### config.mk
export PLATFORM = sky130hd
export DESIGN_NAME = gcr_general_control
export DESIGN_NICKNAME = d
export VERILOG_FILES = /design/src/hw/gcr_pkg.sv /design/src/hw/gcr_general_control.sv /design/src/hw/gcr_pulse_gen.sv /design/src/hw/gcr_recal_ctl.sv
export SDC_FILE = /design/constraint.sdc
export NUM_CORES = 1
export LEC_CHECK = 0
export BUFFER_PORTS_ARGS = -buffer_cell sky130_fd_sc_hd__buf_4
export CORE_MARGIN = 2
export CORE_UTILIZATION = 47
export DETAILED_ROUTE_END_ITERATION = 7
export PLACE_DENSITY = 0.78
export SETUP_SLACK_MARGIN = 0.2
export SYNTH_ARGS = -nofsm -noshare
export SYNTH_HDL_FRONTEND = slang
export SYNTH_HIERARCHICAL = 1
export SYNTH_SLANG_ARGS = --single-unit
### constraint.sdc
create_clock -name ref_clk_i -period 1.8 [get_ports ref_clk_i]
set_input_delay 0.27 -clock ref_clk_i [delete_from_list [all_inputs] [get_ports ref_clk_i]]
set_output_delay 0.27 -clock ref_clk_i [all_outputs]
set_load 0.005 [all_outputs]
### src/hw/gcr_pkg.sv
// package for the general control register block: offsets, fields, types
package gcr_pkg;

  localparam int unsigned GCR_DATA_W = 16;
  localparam int unsigned GCR_ADDR_W = 8;

  // register offset
  localparam logic [7:0] GCR_GENERAL_CONTROL_OFS = 8'h00;

  // field positions
  localparam int unsigned GCR_SLAVE_ADDR_LOW_BIT_POS = 15;
  localparam int unsigned GCR_PIN8_INPUT_FUNCTION_POS = 14;
  localparam int unsigned GCR_PIN_FOUR_DIRECTION_POS = 13;
  localparam int unsigned GCR_PIN_ONE_DIRECTION_POS = 12;
  localparam int unsigned GCR_PIN_ZERO_DIRECTION_POS = 11;
  localparam int unsigned GCR_CAL_CLK_SEL_POS = 10;
  localparam int unsigned GCR_ZERO_DELAY_EN_POS = 8;
  localparam int unsigned GCR_LOCKDET_RST_POS = 6;
  localparam int unsigned GCR_SYNC_POS = 5;
  localparam int unsigned GCR_RECAL_POS = 4;
  localparam int unsigned GCR_PIN_RESET_SOFT_POS = 3;
  localparam int unsigned GCR_SOFT_RESET_POS = 2;
  localparam int unsigned GCR_POWER_DOWN_POS = 1;
  localparam int unsigned GCR_PIN_MODE_POS = 0;

  // reset value of the whole register
  localparam logic [15:0] GCR_GENERAL_CONTROL_RST = 16'h0000;

  // bits that store; the self-clearing ones never hold a one
  localparam logic [15:0] GCR_STORE_MASK = 16'hffcb;
  localparam logic [15:0] GCR_PULSE_MASK = 16'h0034;

  // length of the pulses handed to the divider, calibrator and core
  localparam int unsigned GCR_PULSE_CYCLES = 1;

  // register access request from the serial front end
  typedef struct packed {
    logic wr;
    logic rd;
    logic [7:0] addr;
    logic [15:0] wdata;
  } gcr_req_t;

  // nonvolatile page handshake
  typedef struct packed {
    logic load;
    logic addr_lsb;
  } gcr_nv_t;

  // decoded controls toward the analog and digital core
  typedef struct packed {
    logic pin8_input_function;
    logic pin_four_direction;
    logic pin_one_direction;
    logic pin_zero_direction;
    logic cal_clk_external;
    logic zero_delay_en;
    logic lockdet_rst;
    logic pin_reset_soft;
    logic power_down;
    logic pin_mode;
  } gcr_ctrl_t;

  typedef enum logic [1:0] {
    GCR_CAL_IDLE = 2'b00,
    GCR_CAL_START = 2'b01,
    GCR_CAL_WAIT = 2'b10
  } gcr_cal_state_t;

  function automatic logic gcr_hit(input logic [7:0] addr);
    return addr == GCR_GENERAL_CONTROL_OFS;
  endfunction : gcr_hit

endpackage : gcr_pkg

### src/hw/gcr_general_control.sv
// general control register at offset zero of the clock generator
//
// Overview of operation
// (RULE1) bit 15 gives the slave address low bit saved with a page commit
// (RULE2) a page load puts the saved address low bit back into bit 15
// (RULE3) bit 14 selects pin 8 input: zero reset, one synchronization
// (RULE4) bits 13, 12, 11 set pin four, one, zero direction; one output
// (RULE5) in zero-delay mode bit 10 picks internal or external feedback
// (RULE6) without zero-delay mode calibration always uses internal clock
// (RULE7) bit 8 turns zero-delay mode on
// (RULE8) bit 6 holds the lock detector in reset while set
// (RULE9) writing one to bit 5 gives one divider sync pulse, self clearing
// (RULE10) writing one to bit 4 starts a recalibration, self clearing
// (RULE11) later recalibration starts from held capacitor and cross codes
// (RULE12) the whole register resets to zero
// (RULE13) bit 3 picks whether the reset pin also clears the registers
// (RULE14) writing one to bit 2 pulses a core reset and restarts config
// (RULE15) bit 1 powers down the analog part; bit 0 selects pin mode
// (RULE16) pulse bits read back zero once their pulse has gone out
module gcr_general_control
  import gcr_pkg::*;
#(
  parameter int unsigned CODE_W = 8
) (
  // clock and reset
  input wire logic ref_clk_i,
  input wire logic rst_b_i,
  // external reset pin, already qualified by the pin function
  input wire logic pin_reset_b_i,
  // register access
  input wire gcr_req_t req_i,
  output logic [GCR_DATA_W-1:0] rdata_o,
  output logic rvalid_o,
  // nonvolatile page interface
  input wire gcr_nv_t nv_load_i,
  output logic nv_addr_lsb_o,
  // calibration engine
  input wire logic cal_done_i,
  input wire logic [CODE_W-1:0] cap_code_i,
  input wire logic [CODE_W-1:0] cross_code_i,
  output logic cal_start_o,
  output logic cal_use_held_o,
  output logic [CODE_W-1:0] cal_seed_cap_o,
  output logic [CODE_W-1:0] cal_seed_cross_o,
  // core controls
  output gcr_ctrl_t ctrl_o,
  output logic div_sync_o,
  output logic core_reset_o,
  output logic sm_reset_o
);

  initial begin
    if (GCR_DATA_W != 16) begin
      $error("gcr_general_control: register must be 16 bits");
    end
  end

  ////////////////////////////////////////////////////////////////////////
  // decode

  logic [GCR_DATA_W-1:0] reg_q;
  logic [GCR_DATA_W-1:0] reg_d;
  logic [GCR_DATA_W-1:0] rdata_q;
  logic rvalid_q;
  logic pin_rst_q;
  gcr_ctrl_t ctrl_q;
  gcr_ctrl_t ctrl_d;
  logic nv_lsb_q;
  logic sm_rst_q;

  wire logic hit = gcr_hit(req_i.addr);
  wire logic wr_hit = req_i.wr & hit;
  wire logic rd_hit = req_i.rd & hit;
  wire logic fire_sync = wr_hit & req_i.wdata[GCR_SYNC_POS]; // RULE9
  wire logic fire_recal = wr_hit & req_i.wdata[GCR_RECAL_POS]; // RULE10
  wire logic fire_swrst = wr_hit & req_i.wdata[GCR_SOFT_RESET_POS]; // RULE14
  wire logic pin_reset = ~pin_reset_b_i;
  // hard reset from the pin clears registers unless soft mode is chosen
  wire logic pin_clears_regs =
    pin_reset & ~reg_q[GCR_PIN_RESET_SOFT_POS]; // RULE13

  logic sync_pulse;
  logic swrst_pulse;
  logic cal_start;

  ////////////////////////////////////////////////////////////////////////
  // register next value

  always_comb begin
    reg_d = reg_q;
    if (pin_clears_regs) begin
      reg_d = GCR_GENERAL_CONTROL_RST; // RULE13
    end else begin
      if (wr_hit) begin
        // pulse bits never store, so they read zero afterwards
        reg_d = req_i.wdata & GCR_STORE_MASK; // RULE9 RULE10 RULE14 RULE16
      end
      if (nv_load_i.load) begin
        reg_d[GCR_SLAVE_ADDR_LOW_BIT_POS] = nv_load_i.addr_lsb; // RULE2
      end
    end
  end

  // control decode: feedback select only counts in zero-delay mode
  always_comb begin
    ctrl_d.pin8_input_function = reg_q[GCR_PIN8_INPUT_FUNCTION_POS]; // RULE3
    ctrl_d.pin_four_direction = reg_q[GCR_PIN_FOUR_DIRECTION_POS]; // RULE4
    ctrl_d.pin_one_direction = reg_q[GCR_PIN_ONE_DIRECTION_POS]; // RULE4
    ctrl_d.pin_zero_direction = reg_q[GCR_PIN_ZERO_DIRECTION_POS]; // RULE4
    ctrl_d.zero_delay_en = reg_q[GCR_ZERO_DELAY_EN_POS]; // RULE7
    ctrl_d.cal_clk_external = reg_q[GCR_ZERO_DELAY_EN_POS] &
      reg_q[GCR_CAL_CLK_SEL_POS]; // RULE5 RULE6
    ctrl_d.lockdet_rst = reg_q[GCR_LOCKDET_RST_POS]; // RULE8
    ctrl_d.pin_reset_soft = reg_q[GCR_PIN_RESET_SOFT_POS]; // RULE13
    ctrl_d.power_down = reg_q[GCR_POWER_DOWN_POS]; // RULE15
    ctrl_d.pin_mode = reg_q[GCR_PIN_MODE_POS]; // RULE15
  end

  ////////////////////////////////////////////////////////////////////////
  // pulse generators

  gcr_pulse_gen u_sync (
    .ref_clk_i(ref_clk_i),
    .rst_b_i(rst_b_i),
    .fire_i(fire_sync),
    .pulse_o(sync_pulse),
    .pending_o()
  );

  gcr_pulse_gen u_swrst (
    .ref_clk_i(ref_clk_i),
    .rst_b_i(rst_b_i),
    .fire_i(fire_swrst),
    .pulse_o(swrst_pulse),
    .pending_o()
  );

  gcr_recal_ctl #(
    .CODE_W(CODE_W)
  ) u_recal (
    .ref_clk_i(ref_clk_i),
    .rst_b_i(rst_b_i),
    .recal_i(fire_recal),
    .restart_i(swrst_pulse | pin_rst_q),
    .cal_done_i(cal_done_i),
    .cap_code_i(cap_code_i),
    .cross_code_i(cross_code_i),
    .cal_start_o(cal_start),
    .use_held_o(cal_use_held_o),
    .seed_cap_o(cal_seed_cap_o),
    .seed_cross_o(cal_seed_cross_o)
  );

  ////////////////////////////////////////////////////////////////////////
  // registers

  always_ff @(posedge ref_clk_i or negedge rst_b_i) begin
    if (!rst_b_i) begin
      reg_q <= GCR_GENERAL_CONTROL_RST; // RULE12
      ctrl_q <= '0;
      rdata_q <= '0;
      rvalid_q <= 1'b0;
      nv_lsb_q <= 1'b0;
      pin_rst_q <= 1'b0;
      sm_rst_q <= 1'b0;
    end else begin
      reg_q <= reg_d;
      ctrl_q <= ctrl_d;
      rvalid_q <= rd_hit;
      rdata_q <= rd_hit ? reg_q : '0; // RULE16
      nv_lsb_q <= reg_q[GCR_SLAVE_ADDR_LOW_BIT_POS]; // RULE1
      pin_rst_q <= pin_reset;
      // state machines reset from the pin in either mode, or soft reset
      sm_rst_q <= pin_reset | fire_swrst; // RULE13 RULE14
    end
  end

  ////////////////////////////////////////////////////////////////////////
  // outputs

  assign rdata_o = rdata_q;
  assign rvalid_o = rvalid_q;
  assign nv_addr_lsb_o = nv_lsb_q; // RULE1
  assign ctrl_o = ctrl_q;
  assign div_sync_o = sync_pulse; // RULE9
  assign core_reset_o = swrst_pulse; // RULE14
  assign sm_reset_o = sm_rst_q;
  assign cal_start_o = cal_start; // RULE10

endmodule : gcr_general_control

### src/hw/gcr_pulse_gen.sv
// self-clearing command bit: one pulse per written one
module gcr_pulse_gen
  import gcr_pkg::*;
(
  // clock and reset
  input wire logic ref_clk_i,
  input wire logic rst_b_i,
  // request
  input wire logic fire_i,
  // pulse out
  output logic pulse_o,
  output logic pending_o
);

  logic pulse_q;
  logic pulse_d;

  // a write of zero never reaches fire_i, so it has no effect
  assign pulse_d = fire_i;
  assign pulse_o = pulse_q;
  assign pending_o = pulse_q;

  always_ff @(posedge ref_clk_i or negedge rst_b_i) begin
    if (!rst_b_i) begin
      pulse_q <= 1'b0;
    end else begin
      pulse_q <= pulse_d;
    end
  end

endmodule : gcr_pulse_gen

### src/hw/gcr_recal_ctl.sv
// recalibration starter: seeds from the held codes after first calibration
module gcr_recal_ctl
  import gcr_pkg::*;
#(
  parameter int unsigned CODE_W = 8
) (
  // clock and reset
  input wire logic ref_clk_i,
  input wire logic rst_b_i,
  // requests
  input wire logic recal_i,
  input wire logic restart_i,
  input wire logic cal_done_i,
  input wire logic [CODE_W-1:0] cap_code_i,
  input wire logic [CODE_W-1:0] cross_code_i,
  // calibration engine start
  output logic cal_start_o,
  output logic use_held_o,
  output logic [CODE_W-1:0] seed_cap_o,
  output logic [CODE_W-1:0] seed_cross_o
);

  initial begin
    if (CODE_W < 1 || CODE_W > 16) begin
      $error("gcr_recal_ctl: CODE_W out of range");
    end
  end

  logic first_done_q;
  logic start_q;
  logic held_q;
  logic [CODE_W-1:0] cap_q;
  logic [CODE_W-1:0] cross_q;
  wire logic go = recal_i | restart_i;
  // a soft reset restarts from defaults; a later recal keeps the codes
  wire logic from_held = recal_i & first_done_q & ~restart_i;

  assign cal_start_o = start_q;
  assign use_held_o = held_q;
  assign seed_cap_o = cap_q;
  assign seed_cross_o = cross_q;

  always_ff @(posedge ref_clk_i or negedge rst_b_i) begin
    if (!rst_b_i) begin
      first_done_q <= 1'b0;
      start_q <= 1'b0;
      held_q <= 1'b0;
      cap_q <= '0;
      cross_q <= '0;
    end else begin
      start_q <= go;
      if (restart_i) begin
        first_done_q <= 1'b0;
      end else if (cal_done_i) begin
        first_done_q <= 1'b1;
      end
      if (go) begin
        held_q <= from_held; // RULE11
        cap_q <= from_held ? cap_code_i : '0; // RULE11
        cross_q <= from_held ? cross_code_i : '0; // RULE11
      end
    end
  end

endmodule : gcr_recal_ctl

==> results.md, run 1 <==
- Fmax achieved: a little under 700 MHz
- Vias in the first global route: 1617
- CTS max path bufs: 2
- PortBufs: 93
- CTS Buf Count: 9
- Slowest-stage cell, CP: dfrtp_1
- Post-synthesis area per instance: around 14 sq um
- CP required: just over 2 ns
- Post-synthesis cell area: 2330 sq um
- Least-Margin Pin Slew: 0.731 ns
- CP Data Arrival Time: about 1.7 ns
- Drt via density: 4.94
- Sink Count: 61
- Core footprint: between 4000 and 5000 sq um
- Int Power: 2.32 mW
- Synth area leaders: dfrtp_1, a32o_2, mux2i_1, o21ai_0, and2_1
- Max-Cap Viols: 0
- Fin Setup TNS: 0 ns
- Area leader, netlist: dfrtp_1
- Unique masters post-synth: 28
- Root buf cell: clkbuf_8
- Final #Nets: between 300 and 400
- Crit end category: register
- Total GRT Usage: a little under a fifth
- Boundary pin count: slightly below 100
- NetSw: 0.580 mW
- Die Area: roughly 5500 sq um
- Synthesis Warnings: 6
- Syn Inst Count: around 170
- Worst path cell trace: or2_2 > inv_1 > a32o_2
- CP max stage delay: approximately 0.40 ns
- Sequential Area: 1530 sq um
- Predominant post-synthesis flop cell: dfrtp_1
- CTS tree: built
- Max-slew violations: 0
- Yosys top cell area share: about two thirds
- Fill count: approximately 380
- VDD IR-drop max: approximately 0.0006 V
- Yosys reg bits: 61
- Post-CTS Resized: 0
- Initial Utilization: between 40 and 50%
- Fraction of layout cells with a size suffix above 1: roughly 51%
- Setup repair bufs after CTS: 0
- Sequential area share after synthesis: between 60 and 70%
- Combinational power share: under 10%
- Post-route minimum period: 1.44 ns
- Grt ovf: 0
- Initial DRC count: 53
- Run status: completed
- Clk_lat worst skew: 0.33 ns
- # hold bufs at CTS: 0
- Clock-pin slew on the worst setup and hold paths: approximately 0.07 ns
- Footprint of the multi-input gates: just under 700 sq um
- Diodes inserted: 0
- # DRC: 0
- Initial antenna violation count: 0
- Gr busiest metal: met2
- Area Overhead vs Synth: 40.8%
- FF-to-FF path depth: 3
- Post-synth EDFFs: 0
- Crit Path Category: register to register
- Hold Violations, Final: 0
- Reg2reg start: u_swrst/pending_o
- R2R Path End: u_recal/seed_cap_o[5]
- GPL Wtd Cong: 0.771
- Ys async rst share: between 90% and 100%
- Delay-heaviest family, CP: flip-flops
- Total number of vias: 1660
- Tcrit/Tclk final: about four fifths
- Clock share of power: a little under half
- Slew HR: between 50% and 60%
- R2r setup slk: approximately 0.36 ns
- Critical path launch point type: register
- Avg WL per Cell: approximately 14 um
- M3 GR Usage: 7.05%
- Final setup violation count: 0
- Row Count: 25
- Largest net degree at the start of global routing: between 60 and 70
- Final WL: about 4.8 mm
- Cell Pwr Density: approximately 880 nW/um^2
- DRT antenna net count: 0
- Fin util: 68.9%
- First drt pass iteration count: 4
- Most instantiated library cell after synthesis: dfrtp_1
- Unrepaired setup endpoints after global routing: no
- Final HPWL DP: ~3.4 mm
- Die Ht: between 70 and 80 um
- GRT met1 Usage: between 20% and 30%
- Worst hold-check path type: input port to async pin
- Worst path bufs/invs: 1
- First-pass GRT wire length: between 7 and 8 mm
- Flop pwr share: 47.9%
- Skew final: 0.00784 ns
- Sw frac: between 15 and 20%
- Commonest cells in the netlist: dfrtp_1, o21ai_0, a32o_2, and2_1, mux2i_1
- Leakage power figure: around 1.8 nW
- Crit path max fanout: 16
- Die Wd: approximately 74 um
- Fraction of met2 tracks used by global routing: between 20 and 30%
- H-tree levels: 3
==> cell type report <==
type                            count  share of cell area (%)
Clock buffer                       12                    4.73
Timing Repair Buffer               98                    22.4
Multi-Input combinational cell     88                    20.9
Clock inverter                      4                    2.14
Sequential cell                    61                    46.6
Tap cell                           67                    2.56
Inverter                            6                   0.687
==> sequential cells by signal (all words and copies together) (netlist names) <==
signal                count
u_recal/use_held_o        1
u_recal/seed_cap_o        8
ctrl_o                   10
u_recal/first_done_q      1
rvalid_o                  1
sm_reset_o                1
u_recal/seed_cross_o      8
nv_addr_lsb_o             1
reg_q                    13
u_swrst/pending_o         1
rdata_o                  13
pin_rst_q                 1
u_recal/cal_start_o       1
u_sync/pending_o          1
==> cell usage in the layout (no fill, tap or decap), types with 2 or more instances in the layout <==
master,instances
bufinv_16,2
clkbuf_8,11
and2_1,15
conb_1,3
clkinv_2,2
nor2_1,4
nor4_4,2
dfrtp_1,61
inv_1,5
and3_1,2
and2_4,2
o21ai_0,22
mux2i_1,12
buf_4,98
a32o_2,16
==> how the worst max path moves through the flow <==
stage                                  from                      end  slack, ns  cells after the start
final                     u_swrst/pending_o    u_recal/seed_cap_o[5]       0.36                      3
after global placement            req_i[18]  u_recal/seed_cross_o[1]       0.24                      6
after detailed placement          req_i[21]    u_recal/seed_cap_o[5]       0.19                      6
after CTS                 u_swrst/pending_o    u_recal/seed_cap_o[5]       0.26                      3
after global routing      u_swrst/pending_o  u_recal/seed_cross_o[3]       0.27                      3
after floorplan                   req_i[18]    u_recal/seed_cap_o[4]       0.06                      9
==> cells by family (layout without fill, tap and decap cells) <==
group | after synthesis | count (layout) | synth area share, %
AO/OA/AOI/OAI | 44 | 44 | 14.6
buffers and inverters | 22 | 120 | 6.45
multiplexers | 12 | 12 | 5.16
other | 1 | 3 | 0.161
AND/OR/NAND/NOR | 29 | 29 | 8.11
flip-flops | 61 | 61 | 65.6
==> worst reg2reg max path, cell delays in order, from the launching register on <==
cell and delay, ns:
dfrtp_1 0.40, or2_2 0.34, inv_1 0.39, a32o_2 0.26
==> routing by layer <==
layer	part of all wire (%)	vias to the layer above	routed length, um
li1	-	784	-
met1	41	785	1960
met2	47	84	2250
met3	10	7	500
met4	1.6	0	75
met5	0	-	0
==> stage by stage <==
step	worst slack, ns	hold slack, ns	total power [mW]	instance area (sq um)	std cells
2_1_floorplan	0.0594	-0.0256	1.46	2360	171
3_3_place_gp	0.244	0.369	1.59	3050	320
3_5_place_dp	0.188	0.373	1.59	3050	320
4_1_cts	0.258	0.0211	2.93	3270	336
5_1_grt	0.272	0.0614	3.02	3280	336
6_report	0.361	0.00928	2.90	3280	336
==> power groups by stage <==
stage | Sequential [mW] | Clock (mW) | Combinational [mW]
6_report | 1.39 | 1.34 | 0.172
3_3_place_gp | 1.41 | 0 | 0.172
5_1_grt | 1.39 | 1.44 | 0.192
4_1_cts | 1.39 | 1.36 | 0.174
3_5_place_dp | 1.41 | 0 | 0.173
2_1_floorplan | 1.41 | 0 | 0.0482
No activity file was read; power rests on OpenSTA's default activity.
==> run 2: changes to the inputs <==
==> constraint.sdc (replaced) <==
create_clock -name ref_clk_i -period 1.4 [get_ports ref_clk_i]
set_input_delay 0.21 -clock ref_clk_i [delete_from_list [all_inputs] [get_ports ref_clk_i]]
set_output_delay 0.21 -clock ref_clk_i [all_outputs]
set_load 0.005 [all_outputs]
==> results.md, run 2 (synthesis gave the netlist of run 1 again) <==
- Sequential Area: 1530 sq um (unchanged)
- Clock-pin slew on the worst setup and hold paths: 0.07 ns (about the same)
- GPL Wtd Cong: 0.768 (was 0.771)
- # DRC: 0 (unchanged)
- Delay-heaviest family, CP: flip-flops (unchanged)
- Final setup violation count: 0 (unchanged)
- Worst path bufs/invs: 3 (was 1)
- Final #Nets: 324 (was 312)
- Most common cell after layout, fill and taps aside: buf_4 (unchanged)
- CP Data Arrival Time: 1.46 ns (was 1.70 ns)
- Crit end category: register (unchanged)
- Root buf cell: clkbuf_8 (unchanged)
- DRT antenna net count: 0 (unchanged)
- Inst Count DP: 327 (was 320)
- Slowest-stage cell, CP: dfrtp_1 (unchanged)
- Total number of vias: 1713 (was 1660)
- Initial antenna violation count: 0 (unchanged)
- Final instance count without filler cells: 348 (was 336)
- Run status: completed (unchanged)
- Max-slew violations: 0 (unchanged)
- Fmax achieved: 830 MHz (was 695 MHz)
- Sink Count: 61 (unchanged)
- Worst hold-check path type: input port to register (was input port to async pin)
- Total GRT Usage: 18.8% (was 18.0%)
- Leakage power figure: 1.87 nW (was 1.79 nW)
- First drt pass iteration count: 4 (unchanged)
- First-pass GRT wire length: 7.52 mm (was 7.27 mm)
- Boundary pin count: 97 (unchanged)
- Most frequent cells in the layout: buf_4, dfrtp_1, o21ai_0 (unchanged)
- Diodes inserted: 0 (unchanged)
- VDD IR-drop max: 0.000856 V (was 0.000603 V)
- Post-route minimum period: 1.20 ns (was 1.44 ns)
- Initial DRC count: 61 (was 53)
- Final Instance Area: 3450 sq um (was 3280 sq um)
- CTS tree: built (unchanged)
- Final WL: 5.18 mm (was 4.78 mm)
- Clk_lat worst skew: 0.32 ns (was 0.33 ns)
- CP max stage delay: 0.39 ns (was 0.40 ns)
- Skew final: 0.00609 ns (was 0.00784 ns)
- Initial Utilization: 49.0% (unchanged)
- Fill count: 352 (was 375)
- Avg WL per Cell: 14.9 um (was 14.2 um)
- Fraction of layout cells with a size suffix above 1: 53.0% (was 50.6%)
- Die Area: 5530 sq um (unchanged)
- Final HPWL DP: 3.48 mm (was 3.43 mm)
- Unrepaired setup endpoints after global routing: yes (was no)
- DP Area: 3140 sq um (was 3050 sq um)
- Drt via density: 4.92 (was 4.94)
- CP required: 1.66 ns (was 2.06 ns)
- Crit path max fanout: 8 (was 16)
- H-tree levels: 3 (unchanged)
- Final setup margin: 0.196 ns (was 0.361 ns)
- Pre-CTS setup slack: -0.144 ns (was 0.188 ns)
- PortBufs: 93 (unchanged)
- Cell Pwr Density: 1030 nW/um^2 (was 885 nW/um^2)
- CTS Buf Count: 9 (unchanged)
- Row Count: 25 (unchanged)
- Worst path cell trace: or2_4 > buf_6 > inv_8 > buf_12 > a32o_2 (was or2_2 > inv_1 > a32o_2)
- Crit Path Category: register to register (unchanged)
- Core footprint: 4750 sq um (unchanged)
- CTS max path bufs: 2 (unchanged)
- Max-Cap Viols: 0 (unchanged)
- Grt ovf: 0 (unchanged)
- Tcrit/Tclk final: 86.0% (was 80.0%)
- Die Ht: 74.4 um (unchanged)
- Vias in the first global route: 1590 (was 1617)
- Largest net degree at the start of global routing: 36 (was 62)
- Hold Violations, Final: 0 (unchanged)
- Die Wd: 74.4 um (unchanged)
- Critical path launch point type: register (unchanged)
- Footprint of the multi-input gates: 701 sq um (was 684 sq um)
- Area Overhead vs Synth: 48.1% (was 40.8%)
==> run 2: path summary, 6_finish.rpt <==
kind	start	end	slack, ns	depth (start not counted)
setup reg to reg	u_swrst/pending_o	u_recal/seed_cross_o[5]	0.20	5
hold / removal	req_i[5]	u_sync/pending_o	0.10	2
min in group asynchronous	rst_b_i	u_sync/pending_o	0.39	2
hold reg to reg	reg_q[6]	ctrl_o[3]	0.38	0
setup / recovery	u_swrst/pending_o	u_recal/seed_cross_o[5]	0.20	5
max in group asynchronous	rst_b_i	u_recal/seed_cross_o[5]	0.51	3
==> run 2: power by group <==
part	switching (mW)	internal (mW)	leakage (nW)
clock network	0.640	0.859	0.103
logic	0.124	0.153	0.923
registers	0.00723	1.78	0.842
==> run 2: cell type report <==
cell class,instances,area share [%]
sequential,61,44.3
timing repair buffer,109,26.6
multi-input combinational,89,20.3
clock buffer,11,4.10
tap,67,2.43
clock inverter,5,1.45
inverter,6,0.871
==> run 2: timing repair <==
action	in CTS	in global routing
buffers inserted	2	0
hold endpoints to repair	33	0
gates cloned	1	1
pin swaps	2	2
endpoints found under the setup margin	17	17
gates resized for setup	9	7
hold buffers	1	0
==> run 2: per-stage QoR <==
stage | utilization, % | TNS, ns | power (mW) | hold slack (ns)
floorplan | - | -3.95 | 1.88 | -0.0856
global placement | 66.0 | -1.34 | 2.06 | 0.189
detailed placement | 66.0 | -2.58 | 2.06 | 0.189
CTS | 71.9 | 0 | 3.59 | 0.0866
global route | 72.6 | 0 | 3.69 | 0.0885
finish | 72.6 | 0 | 3.56 | 0.101
==> run 2: metal layers <==
metal  track usage [%]  vias to the layer above  share of wire [%]
met3              6.50                        9                7.8
li1                  -                      813                  -
met5                 0                        -                  0
met4              8.73                        0                1.4
met2              30.6                       75                 49
met1              22.7                      816                 41
==> run 3: changes to the inputs <==
--- a/config.mk
+++ b/config.mk
@@ -10,6 +10,7 @@
 export CORE_UTILIZATION = 47
 export DETAILED_ROUTE_END_ITERATION = 7
 export PLACE_DENSITY = 0.78
+export REMOVE_ABC_BUFFERS = 1
 export SETUP_SLACK_MARGIN = 0.2
 export SYNTH_ARGS = -nofsm -noshare
 export SYNTH_HDL_FRONTEND = slang
==> results.md, run 3 (synthesis gave the netlist of run 1 again) <==
- Run status: completed (unchanged)
- First-pass GRT wire length: 7.78 mm (was 7.52 mm)
- Crit Path Category: register to register (unchanged)
- Final HPWL DP: 3.50 mm (was 3.48 mm)
- Avg WL per Cell: 15.3 um (was 14.9 um)
- Leakage power figure: 1.89 nW (was 1.87 nW)
- Initial DRC count: 106 (was 61)
- Largest net degree at the start of global routing: 40 (was 36)
- PortBufs: 93 (unchanged)
- Worst hold-check path type: input port to register (unchanged)
- Critical path launch point type: register (unchanged)
- Clock-pin slew on the worst setup and hold paths: 0.06 ns (was 0.07 ns)
- Drt via density: 5.00 (was 4.92)
- Total number of vias: 1755 (was 1713)
- Max-slew violations: 0 (unchanged)
- Final instance count without filler cells: 351 (was 348)
- Cell Pwr Density: 1060 nW/um^2 (was 1030 nW/um^2)
- Grt ovf: 0 (unchanged)
- Row Count: 25 (unchanged)
- GPL Wtd Cong: 0.731 (was 0.768)
- Final WL: 5.38 mm (was 5.18 mm)
- Hold Violations, Final: 0 (unchanged)
- Final #Nets: 327 (was 324)
- Max-Cap Viols: 0 (unchanged)
- Unrepaired setup endpoints after global routing: yes (unchanged)
- # DRC: 0 (unchanged)
- Area Overhead vs Synth: 49.9% (was 48.1%)
- Die Area: 5530 sq um (unchanged)
- Total power: 3.69 mW (was 3.56 mW)
- Crit path max fanout: 9 (was 8)
- Sink Count: 61 (unchanged)
- Tcrit/Tclk final: 91.5% (was 86.0%)
- First drt pass iteration count: 4 (unchanged)
- Diodes inserted: 0 (unchanged)
- Most common cell after layout, fill and taps aside: buf_4 (unchanged)
- Root buf cell: clkbuf_8 (unchanged)
- Most frequent cells in the layout: buf_4, dfrtp_1, o21ai_0 (unchanged)
- Clk_lat worst skew: 0.32 ns (about the same)
- Inst Count DP: 329 (was 327)
- Footprint of the multi-input gates: 699 sq um (was 701 sq um)
- DP Area: 3130 sq um (was 3140 sq um)
- CTS max path bufs: 2 (unchanged)
- Boundary pin count: 97 (unchanged)
- CP required: 1.62 ns (was 1.66 ns)
- Total GRT Usage: 18.9% (was 18.8%)
- CP Data Arrival Time: 1.51 ns (was 1.46 ns)
- DRT antenna net count: 0 (unchanged)
- Final setup violation count: 0 (unchanged)
- Final Instance Area: 3490 sq um (was 3450 sq um)
- Fin util: 73.4% (was 72.6%)
- Sequential Area: 1530 sq um (unchanged)
- CTS tree: built (unchanged)
- FF-to-FF path depth: 6 (was 5)
- CTS Buf Count: 9 (unchanged)
- Vias in the first global route: 1669 (was 1590)
- Hold Path Stages: 2 (unchanged)
- Initial antenna violation count: 0 (unchanged)
- Crit end category: register (unchanged)
- Fmax achieved: 780 MHz (was 830 MHz)
- Die Wd: 74.4 um (unchanged)
- Fill count: 359 (was 352)
- Post-route minimum period: 1.28 ns (was 1.20 ns)
- Initial Utilization: 49.0% (unchanged)
- Core footprint: 4750 sq um (unchanged)
- VDD IR-drop max: 0.000717 V (was 0.000856 V)
- Die Ht: 74.4 um (unchanged)
- H-tree levels: 3 (unchanged)
- Fraction of layout cells with a size suffix above 1: 53.2% (was 53.0%)
- Skew final: 0.00648 ns (was 0.00609 ns)
- Worst hold slack: 0.111 ns (was 0.101 ns)
==> run 3: cell count changes in the layout (fill, tap and decap cells not counted), sizes merged <==
cell    delta
bufinv     +1
buf        +2
clkbuf     +1
clkinv     -1
==> run 3: final timing paths <==
path	from	endpoint	slack, ns
worst max-delay path	u_swrst/pending_o	u_recal/cal_start_o	0.12
worst min-delay path	req_i[5]	u_sync/pending_o	0.11
worst max register to register	u_swrst/pending_o	u_recal/cal_start_o	0.12
worst min register to register	reg_q[12]	ctrl_o[7]	0.39
max in group asynchronous	rst_b_i	reg_q[11]	0.48
min in group asynchronous	rst_b_i	ctrl_o[9]	0.42
==> run 3: what timing repair did <==
| action | 4_1_cts | 5_1_grt |
|---|---|---|
| hold buffers | 1 | 0 |
| hold endpoints to repair | 37 | 0 |
| cloned | 1 | 2 |
| resized for setup | 8 | 6 |
| setup endpoints to repair | 17 | 18 |
| buffers inserted | 2 | 0 |
| pin swaps | 2 | 4 |
==> run 3: metal layers <==
layer / share of wire, % / track usage [%]
met3: 9.2 / 5.15
met1: 40 / 24.1
met4: 0.99 / 7.14
met2: 50 / 31.2
met5: 0 / 0
==> run 3: layout make-up <==
cell class	count	share of cell area [%]
sequential	61	43.7
clock buffer	11	3.76
timing repair buffer	112	27.2
multi-input combinational	89	20.0
clock inverter	5	2.15
inverter	6	0.717
tap	67	2.40
==> run 3: power by group <==
group	switching, mW	leakage (nW)	internal (mW)	total [mW]
Sequential	0.00746	0.842	1.78	1.78
Clock	0.629	0.107	0.994	1.62
Combinational	0.126	0.940	0.161	0.287
Total	0.762	1.89	2.93	3.69
==> run 3: stage by stage <==
| stage | worst slack (ns) | TNS [ns] |
|---|---|---|
| 2_1_floorplan | -0.498 | -9.44 |
| 6_report | 0.118 | 0 |
| 3_5_place_dp | -0.194 | -3.42 |
| 3_3_place_gp | -0.173 | -2.36 |
| 5_1_grt | 0.0959 | 0 |
| 4_1_cts | 0.164 | 0 |
==> run 3: worst max-delay path, stage by stage, from the launching register on <==
cell     delay (ns)
dfrtp_1        0.38
or2_4          0.26
buf_6          0.12
nor2_4         0.16
buf_12         0.15
buf_4          0.10
inv_2          0.02
